--- src/common/pci_consts.svh ---
// Constants of the power, command and primary-interface control block.
// Assumes inclusion by bare name from the design file and the bench.
`ifndef PCI_CONSTS_SVH
`define PCI_CONSTS_SVH
// Register offsets (7-bit register address space)
`define PCI_ADR_IF_CONF 7'h6B
`define PCI_ADR_Z_OFFSET 7'h73
`define PCI_ADR_POWER_CONFIGURATION 7'h7C
`define PCI_ADR_SENS_EN 7'h7D
`define PCI_ADR_CMD 7'h7E
// Reset values and command register readback value
`define PCI_RST_IF_CONF 8'h00
`define PCI_RST_Z_OFFSET 8'h00
`define PCI_RST_POWER_CONFIGURATION 8'h03
`define PCI_RST_SENS_EN 8'h00
`define PCI_CMD_READ_VAL 8'h00
// Field positions
`define PCI_BIT_THREE_WIRE 0
`define PCI_BIT_AUX_IF 4
`define PCI_BIT_APS 0
`define PCI_BIT_FSW 1
`define PCI_BIT_AUX_EN 0
`define PCI_BIT_ACC_EN 2
// Command codes
`define PCI_CMD_NVM_PROG 8'hA0
`define PCI_CMD_FIFO_FLUSH 8'hB0
`define PCI_CMD_SOFT_RESET 8'hB6
// Serial framing
`define PCI_BITS_PER_BYTE 3'h7
`endif

--- src/common/pci_pkg.sv ---
// Types of the control block; its bench does not refer to them.
// Assumes no other file; it does not use the constants header.
package pci_pkg;
   // Serial transaction phase, one-hot
   typedef enum logic [2:0] {
      PCI_IDLE = 3'b001,
      PCI_ADDR = 3'b010,
      PCI_DATA = 3'b100
   } pci_phase_t;
endpackage : pci_pkg

--- src/pci_ctrl.sv ---
// Control registers and primary serial interface of the acceleration sensor.
// Assumes one 25 MHz clock; all pins are asynchronous and are oversampled,
// so the serial clock must stay well below a quarter of the system clock.
//
// Contract
// Z-axis offset: 8-bit read-write, reset zero, copied to nonvolatile store.
// Power-save off keeps fast clock on; power config resets to 0x03.
// Power-save on runs the slow clock whenever no measurement is ongoing.
// In power-save, FIFO read blocked unless self-wakeup set and interrupt seen.
// Sensor enable resets zero; bit 2 accelerometer on, bit 0 auxiliary on.
// Command register always reads back zero.
// Program code 0xA0 copies nonvolatile-backed registers into the store.
// Flush code 0xB0 empties FIFO, leaving its configuration untouched.
// Soft-reset code 0xB6 returns every configuration setting to default.
// After reset the primary interface is an I2C target.
// Primary interface runs 4-wire SPI, or 3-wire when software selects.
// Auxiliary enabled: device masters external sensor and fetches its data.
// Both interrupt pins drive outputs by default, or act as FIFO sync inputs.
// Shared data pin: input in 4-wire, two-way in 3-wire and I2C; the code drives it only in 3-wire SPI reads, never in I2C.
// Serial-out pin: read data in 4-wire SPI, address select in I2C.
// Three-wire select bit: 0 means 4-wire, 1 means 3-wire.
// Chip-select rising edge after reset switches interface to SPI.
// Any other command code written leaves device state unchanged.
`include "pci_consts.svh"

module pci_ctrl (
   input wire logic i_mclk,
   input wire logic i_rst,
   input wire logic i_chip_select_n,
   input wire logic i_shared_clock_pin,
   input wire logic i_shared_data_pin,
   output logic o_shared_data_pin,
   output logic o_shared_data_pin_oe,
   input wire logic i_serial_out_addr_sel,
   output logic o_serial_out_addr_sel,
   output logic o_serial_out_addr_sel_oe,
   input wire logic i_irq_pin_a,
   output logic o_irq_pin_a,
   output logic o_irq_pin_a_oe,
   input wire logic i_irq_pin_b,
   output logic o_irq_pin_b,
   output logic o_irq_pin_b_oe,
   input wire logic i_irq_a_as_input,
   input wire logic i_irq_b_as_input,
   input wire logic i_irq_a_event,
   input wire logic i_irq_b_event,
   input wire logic i_meas_busy,
   output logic o_fast_clk_en,
   output logic o_fifo_read_allow,
   output logic o_acc_on,
   output logic o_aux_on,
   output logic o_aux_master_en,
   output logic o_nvm_prog,
   output logic [7:0] o_nvm_z_offset,
   output logic o_fifo_flush,
   output logic o_soft_reset,
   output logic o_spi_mode,
   output logic o_three_wire,
   output logic o_i2c_addr_sel,
   output logic o_fifo_sync_a,
   output logic o_fifo_sync_b
);

   ////////////////////////////////////////////////////////////////////////////
   // Declarations
   logic [5:0] sync1_ff;
   logic [5:0] sync2_ff;
   logic cs_n_d_ff;
   logic sck_d_ff;
   logic cs_rise;
   logic cs_fall;
   logic sck_rise;
   logic sck_fall;
   logic cfg_rst;
   logic soft_rst_ff;
   logic spi_mode_ff;
   logic [7:0] if_conf_ff;
   logic [7:0] z_offset_ff;
   logic [7:0] power_configuration_ff;
   logic [7:0] sens_en_ff;
   pci_pkg::pci_phase_t phase_ff;
   logic [2:0] bit_cnt_ff;
   logic [7:0] rx_ff;
   logic [7:0] tx_ff;
   logic [6:0] addr_ff;
   logic rd_ff;
   logic out_bit_ff;
   logic wr_stb;
   logic [7:0] rx_byte;
   logic byte_done;
   logic irq_seen_ff;

   // Readback decode for the read data path; unmapped addresses read zero
   function automatic logic [7:0] rd_reg(input logic [6:0] a,
                                         input logic [7:0] ifc,
                                         input logic [7:0] zo,
                                         input logic [7:0] pc,
                                         input logic [7:0] se);
      logic [7:0] v;
      v = 8'h00;
      if (a == `PCI_ADR_IF_CONF) begin
         v = ifc;
      end else if (a == `PCI_ADR_Z_OFFSET) begin
         v = zo;
      end else if (a == `PCI_ADR_POWER_CONFIGURATION) begin
         v = pc;
      end else if (a == `PCI_ADR_SENS_EN) begin
         v = se;
      end else if (a == `PCI_ADR_CMD) begin
         v = `PCI_CMD_READ_VAL;
      end
      return v;
   endfunction : rd_reg

   ////////////////////////////////////////////////////////////////////////////
   // Pin synchronisers: cs, sck, data, serial-out, irq a, irq b
   // Idle-high reset of cs and sck avoids a false edge after reset.
   always_ff @(posedge i_mclk) begin
      if (i_rst) begin
         sync1_ff <= 6'h03;
         sync2_ff <= 6'h03;
      end else begin
         sync1_ff <= {i_irq_pin_b, i_irq_pin_a, i_serial_out_addr_sel,
                      i_shared_data_pin, i_shared_clock_pin, i_chip_select_n};
         sync2_ff <= sync1_ff;
      end
   end

   // Edge history taken from the second stage only
   always_ff @(posedge i_mclk) begin
      if (i_rst) begin
         cs_n_d_ff <= 1'b1;
         sck_d_ff <= 1'b1;
      end else begin
         cs_n_d_ff <= sync2_ff[0];
         sck_d_ff <= sync2_ff[1];
      end
   end

   assign cs_rise = sync2_ff[0] & ~cs_n_d_ff;
   assign cs_fall = ~sync2_ff[0] & cs_n_d_ff;
   assign sck_rise = sync2_ff[1] & ~sck_d_ff & ~sync2_ff[0];
   assign sck_fall = ~sync2_ff[1] & sck_d_ff & ~sync2_ff[0];
   assign cfg_rst = i_rst | soft_rst_ff;

   ////////////////////////////////////////////////////////////////////////////
   // Interface selection: I2C after any reset, SPI from the first cs rise
   always_ff @(posedge i_mclk) begin
      if (cfg_rst) begin
         spi_mode_ff <= 1'b0;
      end else if (cs_rise) begin
         spi_mode_ff <= 1'b1;
      end
   end

   ////////////////////////////////////////////////////////////////////////////
   // Serial engine: byte 0 is R/W plus address, then data bytes with
   // address auto-increment while cs stays low. Sampling on sck rise serves
   // both clock polarities since the engine only counts edges inside a frame.
   assign rx_byte = {rx_ff[6:0], o_three_wire && rd_ff ? 1'b0 : sync2_ff[2]};
   assign byte_done = sck_rise && (bit_cnt_ff == `PCI_BITS_PER_BYTE);
   assign wr_stb = byte_done && (phase_ff == pci_pkg::PCI_DATA) && !rd_ff
                   && spi_mode_ff;

   always_ff @(posedge i_mclk) begin
      if (cfg_rst || cs_fall || sync2_ff[0]) begin
         phase_ff <= sync2_ff[0] ? pci_pkg::PCI_IDLE : pci_pkg::PCI_ADDR;
         bit_cnt_ff <= 3'h0;
         rx_ff <= 8'h00;
         tx_ff <= 8'h00;
         addr_ff <= 7'h00;
         rd_ff <= 1'b0;
      end else if (sck_rise) begin
         bit_cnt_ff <= bit_cnt_ff + 3'h1;
         rx_ff <= rx_byte;
         if (byte_done) begin
            case (phase_ff)
               pci_pkg::PCI_ADDR: begin
                  phase_ff <= pci_pkg::PCI_DATA;
                  rd_ff <= rx_byte[7];
                  addr_ff <= rx_byte[6:0];
                  tx_ff <= 8'h00; // Dummy byte precedes read data
               end
               pci_pkg::PCI_DATA: begin
                  tx_ff <= rd_reg(addr_ff, if_conf_ff, z_offset_ff, power_configuration_ff,
                                  sens_en_ff);
                  addr_ff <= addr_ff + 7'h1;
               end
               default: ;
            endcase
         end
      end
   end

   // Read data shifts out on the falling edge, msb first
   always_ff @(posedge i_mclk) begin
      if (cfg_rst || sync2_ff[0]) begin
         out_bit_ff <= 1'b0;
      end else if (sck_fall) begin
         out_bit_ff <= tx_ff[3'h7 - bit_cnt_ff];
      end
   end

   ////////////////////////////////////////////////////////////////////////////
   // Configuration registers, all restored by either reset
   always_ff @(posedge i_mclk) begin
      if (cfg_rst) begin
         if_conf_ff <= `PCI_RST_IF_CONF;
         power_configuration_ff <= `PCI_RST_POWER_CONFIGURATION;
         sens_en_ff <= `PCI_RST_SENS_EN;
         z_offset_ff <= `PCI_RST_Z_OFFSET;
      end else if (wr_stb) begin
         if (addr_ff == `PCI_ADR_IF_CONF) begin
            if_conf_ff <= {3'h0, rx_byte[`PCI_BIT_AUX_IF], 3'h0,
                           rx_byte[`PCI_BIT_THREE_WIRE]};
         end else if (addr_ff == `PCI_ADR_Z_OFFSET) begin
            z_offset_ff <= rx_byte;
         end else if (addr_ff == `PCI_ADR_POWER_CONFIGURATION) begin
            power_configuration_ff <= {6'h00, rx_byte[1:0]};
         end else if (addr_ff == `PCI_ADR_SENS_EN) begin
            sens_en_ff <= {5'h00, rx_byte[`PCI_BIT_ACC_EN], 1'b0,
                           rx_byte[`PCI_BIT_AUX_EN]};
         end
      end
   end

   // Command decode; pulses last one cycle, unknown codes do nothing
   always_ff @(posedge i_mclk) begin
      if (cfg_rst) begin
         o_nvm_prog <= 1'b0;
         o_fifo_flush <= 1'b0;
         soft_rst_ff <= 1'b0;
         o_soft_reset <= 1'b0;
      end else begin
         o_nvm_prog <= wr_stb && addr_ff == `PCI_ADR_CMD
                       && rx_byte == `PCI_CMD_NVM_PROG;
         o_fifo_flush <= wr_stb && addr_ff == `PCI_ADR_CMD
                         && rx_byte == `PCI_CMD_FIFO_FLUSH;
         soft_rst_ff <= wr_stb && addr_ff == `PCI_ADR_CMD
                        && rx_byte == `PCI_CMD_SOFT_RESET;
         o_soft_reset <= wr_stb && addr_ff == `PCI_ADR_CMD
                         && rx_byte == `PCI_CMD_SOFT_RESET;
      end
   end

   // Image for the nonvolatile store, valid with the program pulse
   always_ff @(posedge i_mclk) begin
      if (i_rst) begin
         o_nvm_z_offset <= `PCI_RST_Z_OFFSET;
      end else begin
         o_nvm_z_offset <= z_offset_ff;
      end
   end

   ////////////////////////////////////////////////////////////////////////////
   // Power save: interrupt latch for self-wakeup; set wins over clear
   always_ff @(posedge i_mclk) begin
      if (cfg_rst) begin
         irq_seen_ff <= 1'b0;
      end else if (i_irq_a_event || i_irq_b_event) begin
         irq_seen_ff <= 1'b1;
      end else if (!power_configuration_ff[`PCI_BIT_APS]) begin
         irq_seen_ff <= 1'b0;
      end
   end

   // Clock request and FIFO read gate
   always_ff @(posedge i_mclk) begin
      if (cfg_rst) begin
         o_fast_clk_en <= 1'b0;
         o_fifo_read_allow <= 1'b0;
      end else begin
         o_fast_clk_en <= !power_configuration_ff[`PCI_BIT_APS] || i_meas_busy;
         o_fifo_read_allow <= !power_configuration_ff[`PCI_BIT_APS]
                              || (power_configuration_ff[`PCI_BIT_FSW] && irq_seen_ff);
      end
   end

   // Sensor and auxiliary enables
   always_ff @(posedge i_mclk) begin
      if (cfg_rst) begin
         o_acc_on <= 1'b0;
         o_aux_on <= 1'b0;
         o_aux_master_en <= 1'b0;
      end else begin
         o_acc_on <= sens_en_ff[`PCI_BIT_ACC_EN];
         o_aux_on <= sens_en_ff[`PCI_BIT_AUX_EN];
         o_aux_master_en <= if_conf_ff[`PCI_BIT_AUX_IF]
                            && sens_en_ff[`PCI_BIT_AUX_EN];
      end
   end

   ////////////////////////////////////////////////////////////////////////////
   // Pin drivers. Drive only during the data phase of a read; the
   // I2C target framing lives elsewhere, so the data pin stays released.
   always_ff @(posedge i_mclk) begin
      if (cfg_rst) begin
         o_shared_data_pin <= 1'b0;
         o_shared_data_pin_oe <= 1'b0;
         o_serial_out_addr_sel <= 1'b0;
         o_serial_out_addr_sel_oe <= 1'b0;
         o_spi_mode <= 1'b0;
         o_three_wire <= 1'b0;
         o_i2c_addr_sel <= 1'b0;
      end else begin
         o_spi_mode <= spi_mode_ff;
         o_three_wire <= if_conf_ff[`PCI_BIT_THREE_WIRE];
         o_shared_data_pin <= out_bit_ff;
         o_shared_data_pin_oe <= spi_mode_ff && if_conf_ff[`PCI_BIT_THREE_WIRE]
                                 && rd_ff && !sync2_ff[0];
         o_serial_out_addr_sel <= out_bit_ff;
         o_serial_out_addr_sel_oe <= spi_mode_ff && !if_conf_ff[`PCI_BIT_THREE_WIRE]
                                     && rd_ff && !sync2_ff[0];
         if (!spi_mode_ff) begin
            o_i2c_addr_sel <= sync2_ff[3];
         end
      end
   end

   // Interrupt pins: outputs by default, FIFO sync inputs when selected
   always_ff @(posedge i_mclk) begin
      if (i_rst) begin
         o_irq_pin_a <= 1'b0;
         o_irq_pin_b <= 1'b0;
         o_irq_pin_a_oe <= 1'b0;
         o_irq_pin_b_oe <= 1'b0;
         o_fifo_sync_a <= 1'b0;
         o_fifo_sync_b <= 1'b0;
      end else begin
         o_irq_pin_a <= i_irq_a_event;
         o_irq_pin_b <= i_irq_b_event;
         o_irq_pin_a_oe <= !i_irq_a_as_input;
         o_irq_pin_b_oe <= !i_irq_b_as_input;
         o_fifo_sync_a <= i_irq_a_as_input && sync2_ff[4];
         o_fifo_sync_b <= i_irq_b_as_input && sync2_ff[5];
      end
   end

endmodule : pci_ctrl

--- config.mk ---
export PLATFORM = sky130hd
export DESIGN_NAME = pci_ctrl
export DESIGN_NICKNAME = d
export VERILOG_FILES = /design/src/common/pci_pkg.sv /design/src/pci_ctrl.sv
export VERILOG_INCLUDE_DIRS = /design/src /design/src/common
export SDC_FILE = /design/constraint.sdc
export NUM_CORES = 1
export LEC_CHECK = 0
export BUFFER_PORTS_ARGS = -buffer_cell sky130_fd_sc_hd__buf_2
export CORE_ASPECT_RATIO = 0.75
export CORE_MARGIN = 2
export CORE_UTILIZATION = 30
export CTS_BUF_LIST = sky130_fd_sc_hd__clkbuf_8 sky130_fd_sc_hd__clkbuf_16
export DETAILED_ROUTE_END_ITERATION = 10
export PLACE_DENSITY = 0.54
export REMOVE_ABC_BUFFERS = 1
export SYNTH_ARGS = -nofsm -noshare
export SYNTH_HDL_FRONTEND = slang
export SYNTH_SLANG_ARGS = --single-unit
--- constraint.sdc ---
create_clock -name i_mclk -period 2.13 [get_ports i_mclk]
set_clock_uncertainty 0.1 [all_clocks]
set_input_delay 0.213 -clock i_mclk [delete_from_list [all_inputs] [get_ports i_mclk]]
set_output_delay 0.213 -clock i_mclk [all_outputs]
set_load 0.1 [all_outputs]
Word-level counts from Yosys, hierarchy flattened. Cells that the tools add are included.

Bits in registers: 88. Output and inout bits: 29.

Add/subtract/negate cells: 3. $lt $le $gt $ge: 1. Equality and inequality tests: 12. Muxes and demuxes: 16. Bitwise operators: 14. Reductions and logical operators: 42.

Operator list (number): equality test 7 bit, second input constant (5); equality test 8 bit, second input constant (3); logical AND 1 bit (19); two-way mux 3 bit (6); two-way mux 8 bit (2); case mux 8 bit (2 select lines) (1); case mux 7 bit (2 select lines) (1); AND reduction 3 bit (4); nonzero test 2 bit (4); adder 7 x 1 -> 7 bit, second input constant (1); inverter 1 bit (7); AND 1 bit (6); equality test 3 bit, second input constant (2); logical NOT 1 bit (6); logical OR 1 bit (6); AND reduction 5 bit (1); less-than comparator 3 x 4 -> 1 bit, second input constant (1); two-way mux 1 bit (4); AND reduction 4 bit (1); adder 3 x 1 -> 3 bit, second input constant (1); binary-select mux 1 bit (select 3 bit) (1); equality test 3 x 2 -> 1 bit, second input constant (1); subtractor 3 bit, first input constant (1); two-way mux 2 bit (1); other kinds (3) (3).

Logic depth before layout (Yosys ltp).
Depth in word-level cells: 9. Gate-level depth with buffers: 8. Mapped depth without buffers: 6.

Worst setup path before layout. OpenSTA, ideal clock, no wires.

Path kind: register -> register. Start point: register soft_rst_ff. End point: register tx_ff[2]. Library setup time: 0.116 ns. Arrival time: 1.939 ns. Setup slack: -0.025 ns. Stages on the path, launching flop included: 8. Buffers on the path: 2. Period minus slack after synthesis: 2.155 ns. Cells stage by stage: dfxtp_1 -> or3_1 -> clkbuf_1 -> inv_2 -> buf_4 -> nand2_1 -> o22ai_1 -> a41o_2.

Longest elaborated chain between the ends: 3.

RTL lines: start: declaration (RTL line pci_ctrl.sv:75) `logic soft_rst_ff;`; start signal: assignment (RTL line pci_ctrl.sv:239) `` soft_rst_ff <= wr_stb && addr_ff == `PCI_ADR_CMD ``; bitwise OR 1 bit (RTL line pci_ctrl.sv:144) `assign cfg_rst = i_rst | soft_rst_ff;`; logical OR 1 bit (2 in series) (RTL line pci_ctrl.sv:166) `if (cfg_rst || cs_fall || sync2_ff[0]) begin`; end signal: assignment (RTL line pci_ctrl.sv:185) `tx_ff <= rd_reg(addr_ff, if_conf_ff, z_offset_ff, power_configuration_ff,`; end: declaration (RTL line pci_ctrl.sv:84) `logic [7:0] tx_ff;`.

No other way between the ends. A chain may end at the register's enable or synchronous reset.

Worst setup path after layout.
Start point: register bit_cnt_ff[0]. End point: register tx_ff[1].

Longest elaborated chain between the ends: 3.

RTL lines: start: declaration (RTL line pci_ctrl.sv:82) `logic [2:0] bit_cnt_ff;`; start signal: assignment (RTL line pci_ctrl.sv:174) `bit_cnt_ff <= bit_cnt_ff + 3'h1;`; equality test 3 bit (no line); logical AND 1 bit (RTL line pci_ctrl.sv:161) `` assign byte_done = sck_rise && (bit_cnt_ff == `PCI_BITS_PER_BYTE); ``; AND reduction 3 bit (no line).

No other way between the ends.

==> metrics.md <==
| Metric | Value |
|---|---|
| Routability cong. | 0.885 |
| Tot Pwr | 3400 uW |
| HP Class | in2reg |
| Global-route wire length before repair | 13200 microns |
| Total wire length | 8020 microns |
| Max layer used | met4 |
| Vias in the first global route | 2503 |
| DR pass1 iterations | 5 |
| Post-route clock period utilization | 95.4% |
| Initial DRC count | 109 |
| Most frequent cells in the layout | dfxtp_1 (85), nand2_1 (56), buf_2 (41) |
| Final core occ | 38.8% |
| Insertion delay to the later sink of the worst-skew pair | 0.34 ns |
| Clock transition at path regs | 0.06 ns |
| Dpl hpwl | 5750 microns |
| Total GRT Usage | 14.1% |
| Gr ovfl total | 0 |
| Reg2reg path depth | 7 |
| Antenna viol nets, final | 0 |
| P per Cell Area | 799 nW/um^2 |
| I/O pins | 42 |
| Met1 WL | 4150 microns |
| RR Startpoint | bit_cnt_ff[0]$_SDFFE_PP0N_ |
| Routed vias/inst | 4.80 |
| Layout cell share with drive strength beyond 1 | 23.8% |
| Critical Path RT | 2.31 ns |
| CTS Buf Count | 9 |
| MaxCap Viol Count | 0 |
| Relative slew slack | 67.3% |
| Pleak | 0.00172 uW |
| Commonest non-fill, non-tap cell in the layout | dfxtp_1 |
| DR WL met2 | 3280 microns |
| Setup violations, final | 0 |
| Routed vias | 2713 |
| Status | completed |
| Initial Util | 30.8% |
| Worst Hold Launch | i_meas_busy |
| Number of port buffers | 41 |
| Area occupied by multi-input gates | 1480 sq um |
| Yosys reg bits | 88 |
| DR WL/cell | 14.2 microns |
| Reg-to-Reg End | tx_ff[1]$_SDFFE_PP0P_ |
| Reg area | 1790 sq um |
| Mapped Area | 3390 sq um |
| Antenna diodes | 0 |
| CTS tree | yes |
| Filler cells | 1097 |
| Crit Path Category | reg2reg |
| Final Max Tran Viols | 0 |
| Post-synth EDFFs | 3 |
| DRC Markers | 0 |
| Yosys warnings | 0 |
| Initial antenna violation count | 0 |
| Final nets | 439 |
| Sequential fraction of the synthesis area | 52.9% |
| Flop-to-flop setup slack | 0.1 ns |
| Clk root buf | clkbuf_16 |
| Async S/R FF share, synth | 0% |
| Maximum VDD drop | 0.000468 V |
| Worst-case clock buffer depth | 2 |
| Type of origin of the critical path | register |
| Ys flop type | dfxtp_1 |
| Cells after Synth | 354 |
| Avg Cell Area, Syn | 9.57 sq um |
| Critical path peak fanout | 5 |
| Fmax | 492 MHz |
| Row cnt | 33 |
| P&R area growth vs syn | 25.6% |
| Routed wl met3 | 486 microns |
| Final Critical Period | 2.03 ns |
| Area of the die | 12200 sq um |
| Die height | 96.0 microns |
| Critical Path AT | 2.21 ns |
| RSZ-0062 raised after global routing | true |
| Final hold vios | 0 |
| Sink Count | 88 |
| Die Wd | 127 microns |
| Core area | 11000 sq um |
| Hold Path End | o_fast_clk_en$_SDFF_PP0_ |
| Worst-Margin Slew | 0.494 ns |
| Worst setup EP type | register |
| Pin count of the biggest net entering global routing | 22 |
| CTS H-tree lvls | 3 |
| Cell variety after synth | 57 |
| WHS Path Cells | 3 |
-- synthesized netlist by cell type, types with 2 or more instances --
library cell / count / area (sq um)
a211oi_1: 3 / 22.5
nor2b_1: 20 / 125
or3_1: 2 / 12.5
a31oi_1: 2 / 12.5
and3_1: 4 / 25.0
clkbuf_1: 12 / 45.0
buf_1: 2 / 7.51
xnor2_1: 2 / 17.5
nor3b_1: 2 / 15.0
and2_1: 4 / 25.0
o21ai_0: 7 / 35.0
mux2i_1: 15 / 150
dfxtp_1: 85 / 1700
buf_4: 2 / 15.0
inv_1: 9 / 33.8
a22oi_1: 5 / 37.5
or2_2: 6 / 37.5
nand4_1: 2 / 12.5
nor3_1: 8 / 40.0
o22ai_1: 3 / 18.8
nand3_1: 9 / 45.0
ha_1: 6 / 75.1
nand2_1: 56 / 210
nor2_1: 25 / 93.8
nand2b_1: 2 / 12.5
a21oi_1: 23 / 115
mux4_2: 2 / 45.0
edfxtp_1: 3 / 90.1
nand4b_1: 3 / 26.3
a41o_2: 2 / 22.5
o32ai_1: 2 / 17.5
-- state kept, by name, summed over array words and instances (netlist names), 2 cells and up --
register / cells
addr_ff: 7
bit_cnt_ff: 3
if_conf_ff: 2
o_nvm_z_offset: 8
phase_ff: 3
power_configuration_ff: 2
rx_ff: 7
sens_en_ff: 2
sync1_ff: 6
sync2_ff: 6
tx_ff: 8
z_offset_ff: 8
-- worst max path at each step --
stage	cells after the start	to	startpoint	slack [ns]
2_1_floorplan	5	tx_ff[2]$_SDFFE_PP0P_	soft_rst_ff$_SDFF_PP0_	-0.22
3_3_place_gp	5	z_offset_ff[3]$_SDFFE_PP0P_	phase_ff[1]$_SDFFCE_PN0P_	0.14
3_5_place_dp	6	sens_en_ff[0]$_SDFFE_PP0P_	bit_cnt_ff[0]$_SDFFE_PP0N_	0.11
4_1_cts	6	sens_en_ff[2]$_SDFFE_PP0P_	bit_cnt_ff[0]$_SDFFE_PP0N_	0.09
5_1_grt	7	addr_ff[0]$_SDFFE_PP0P_	bit_cnt_ff[0]$_SDFFE_PP0N_	-0.002
6_report	7	tx_ff[1]$_SDFFE_PP0P_	bit_cnt_ff[0]$_SDFFE_PP0N_	0.1
-- cells by family (layout without fill, tap and decap cells) --
kind of cell,after synthesis,count (layout),share of synthesized area (%)
DFF,88,88,52.9
muxes,18,18,6.09
and+or+nand+nor,157,157,24.4
adders and majority gates,6,6,2.22
AOI/OAI and AO/OA,55,55,10.3
buffers and inverters,28,99,3.58
xor gates and xnor gates,2,2,0.517
-- repair_timing --
| item | 4_1_cts | 5_1_grt |
|---|---|---|
| resized for setup | 0 | 1 |
| setup endpoints to repair | 0 | 6 |
| hold endpoints to repair | 11 | 0 |
| hold buffers | 9 | 0 |
| setup buffers | 0 | 1 |
-- per-stage QoR --
stage | setup slack [ns] | cells | hold WS, ns | setup TNS [ns] | instance area [sq um]
3_3_place_gp | 0.144 | 539 | 0.289 | 0 | 3850
6_report | 0.0983 | 565 | 0.00786 | 0 | 4260
4_1_cts | 0.0861 | 564 | 0.00416 | 0 | 4240
5_1_grt | -0.00195 | 565 | 0.0153 | -0.00195 | 4260
2_1_floorplan | -0.217 | 336 | 0.180 | -1.00 | 3300
3_5_place_dp | 0.112 | 539 | 0.288 | 0 | 3850
-- layer usage --
| metal | GRT usage, % | vias to the layer above |
|---|---|---|
| li1 | - | 1355 |
| met3 | 4.34 | 13 |
| met2 | 20.9 | 72 |
| met5 | 0 | - |
| met1 | 19.8 | 1273 |
| met4 | 4.03 | 0 |
-- cell type report --
cell class | count | share of cell area, %
clock buffer | 12 | 6.53
clock inverter | 4 | 0.588
inverter | 10 | 0.882
multi-input combinational | 238 | 34.8
sequential | 88 | 42.1
tap | 140 | 4.12
timing repair buffer | 73 | 11.0
-- critical path, stage by stage, from the launching register on --
cell	delay, ns
dfxtp_1	0.33
ha_1	0.15
ha_1	0.15
nand4bb_1	0.22
buf_4	0.24
or4_4	0.53
o22ai_1	0.14
a41o_2	0.12
-- power breakdown --
part	internal, uW	switching [uW]
registers	1680	10.3
clock network	924	649
logic	44.9	96.7
(Power assumes the default switching activity.)
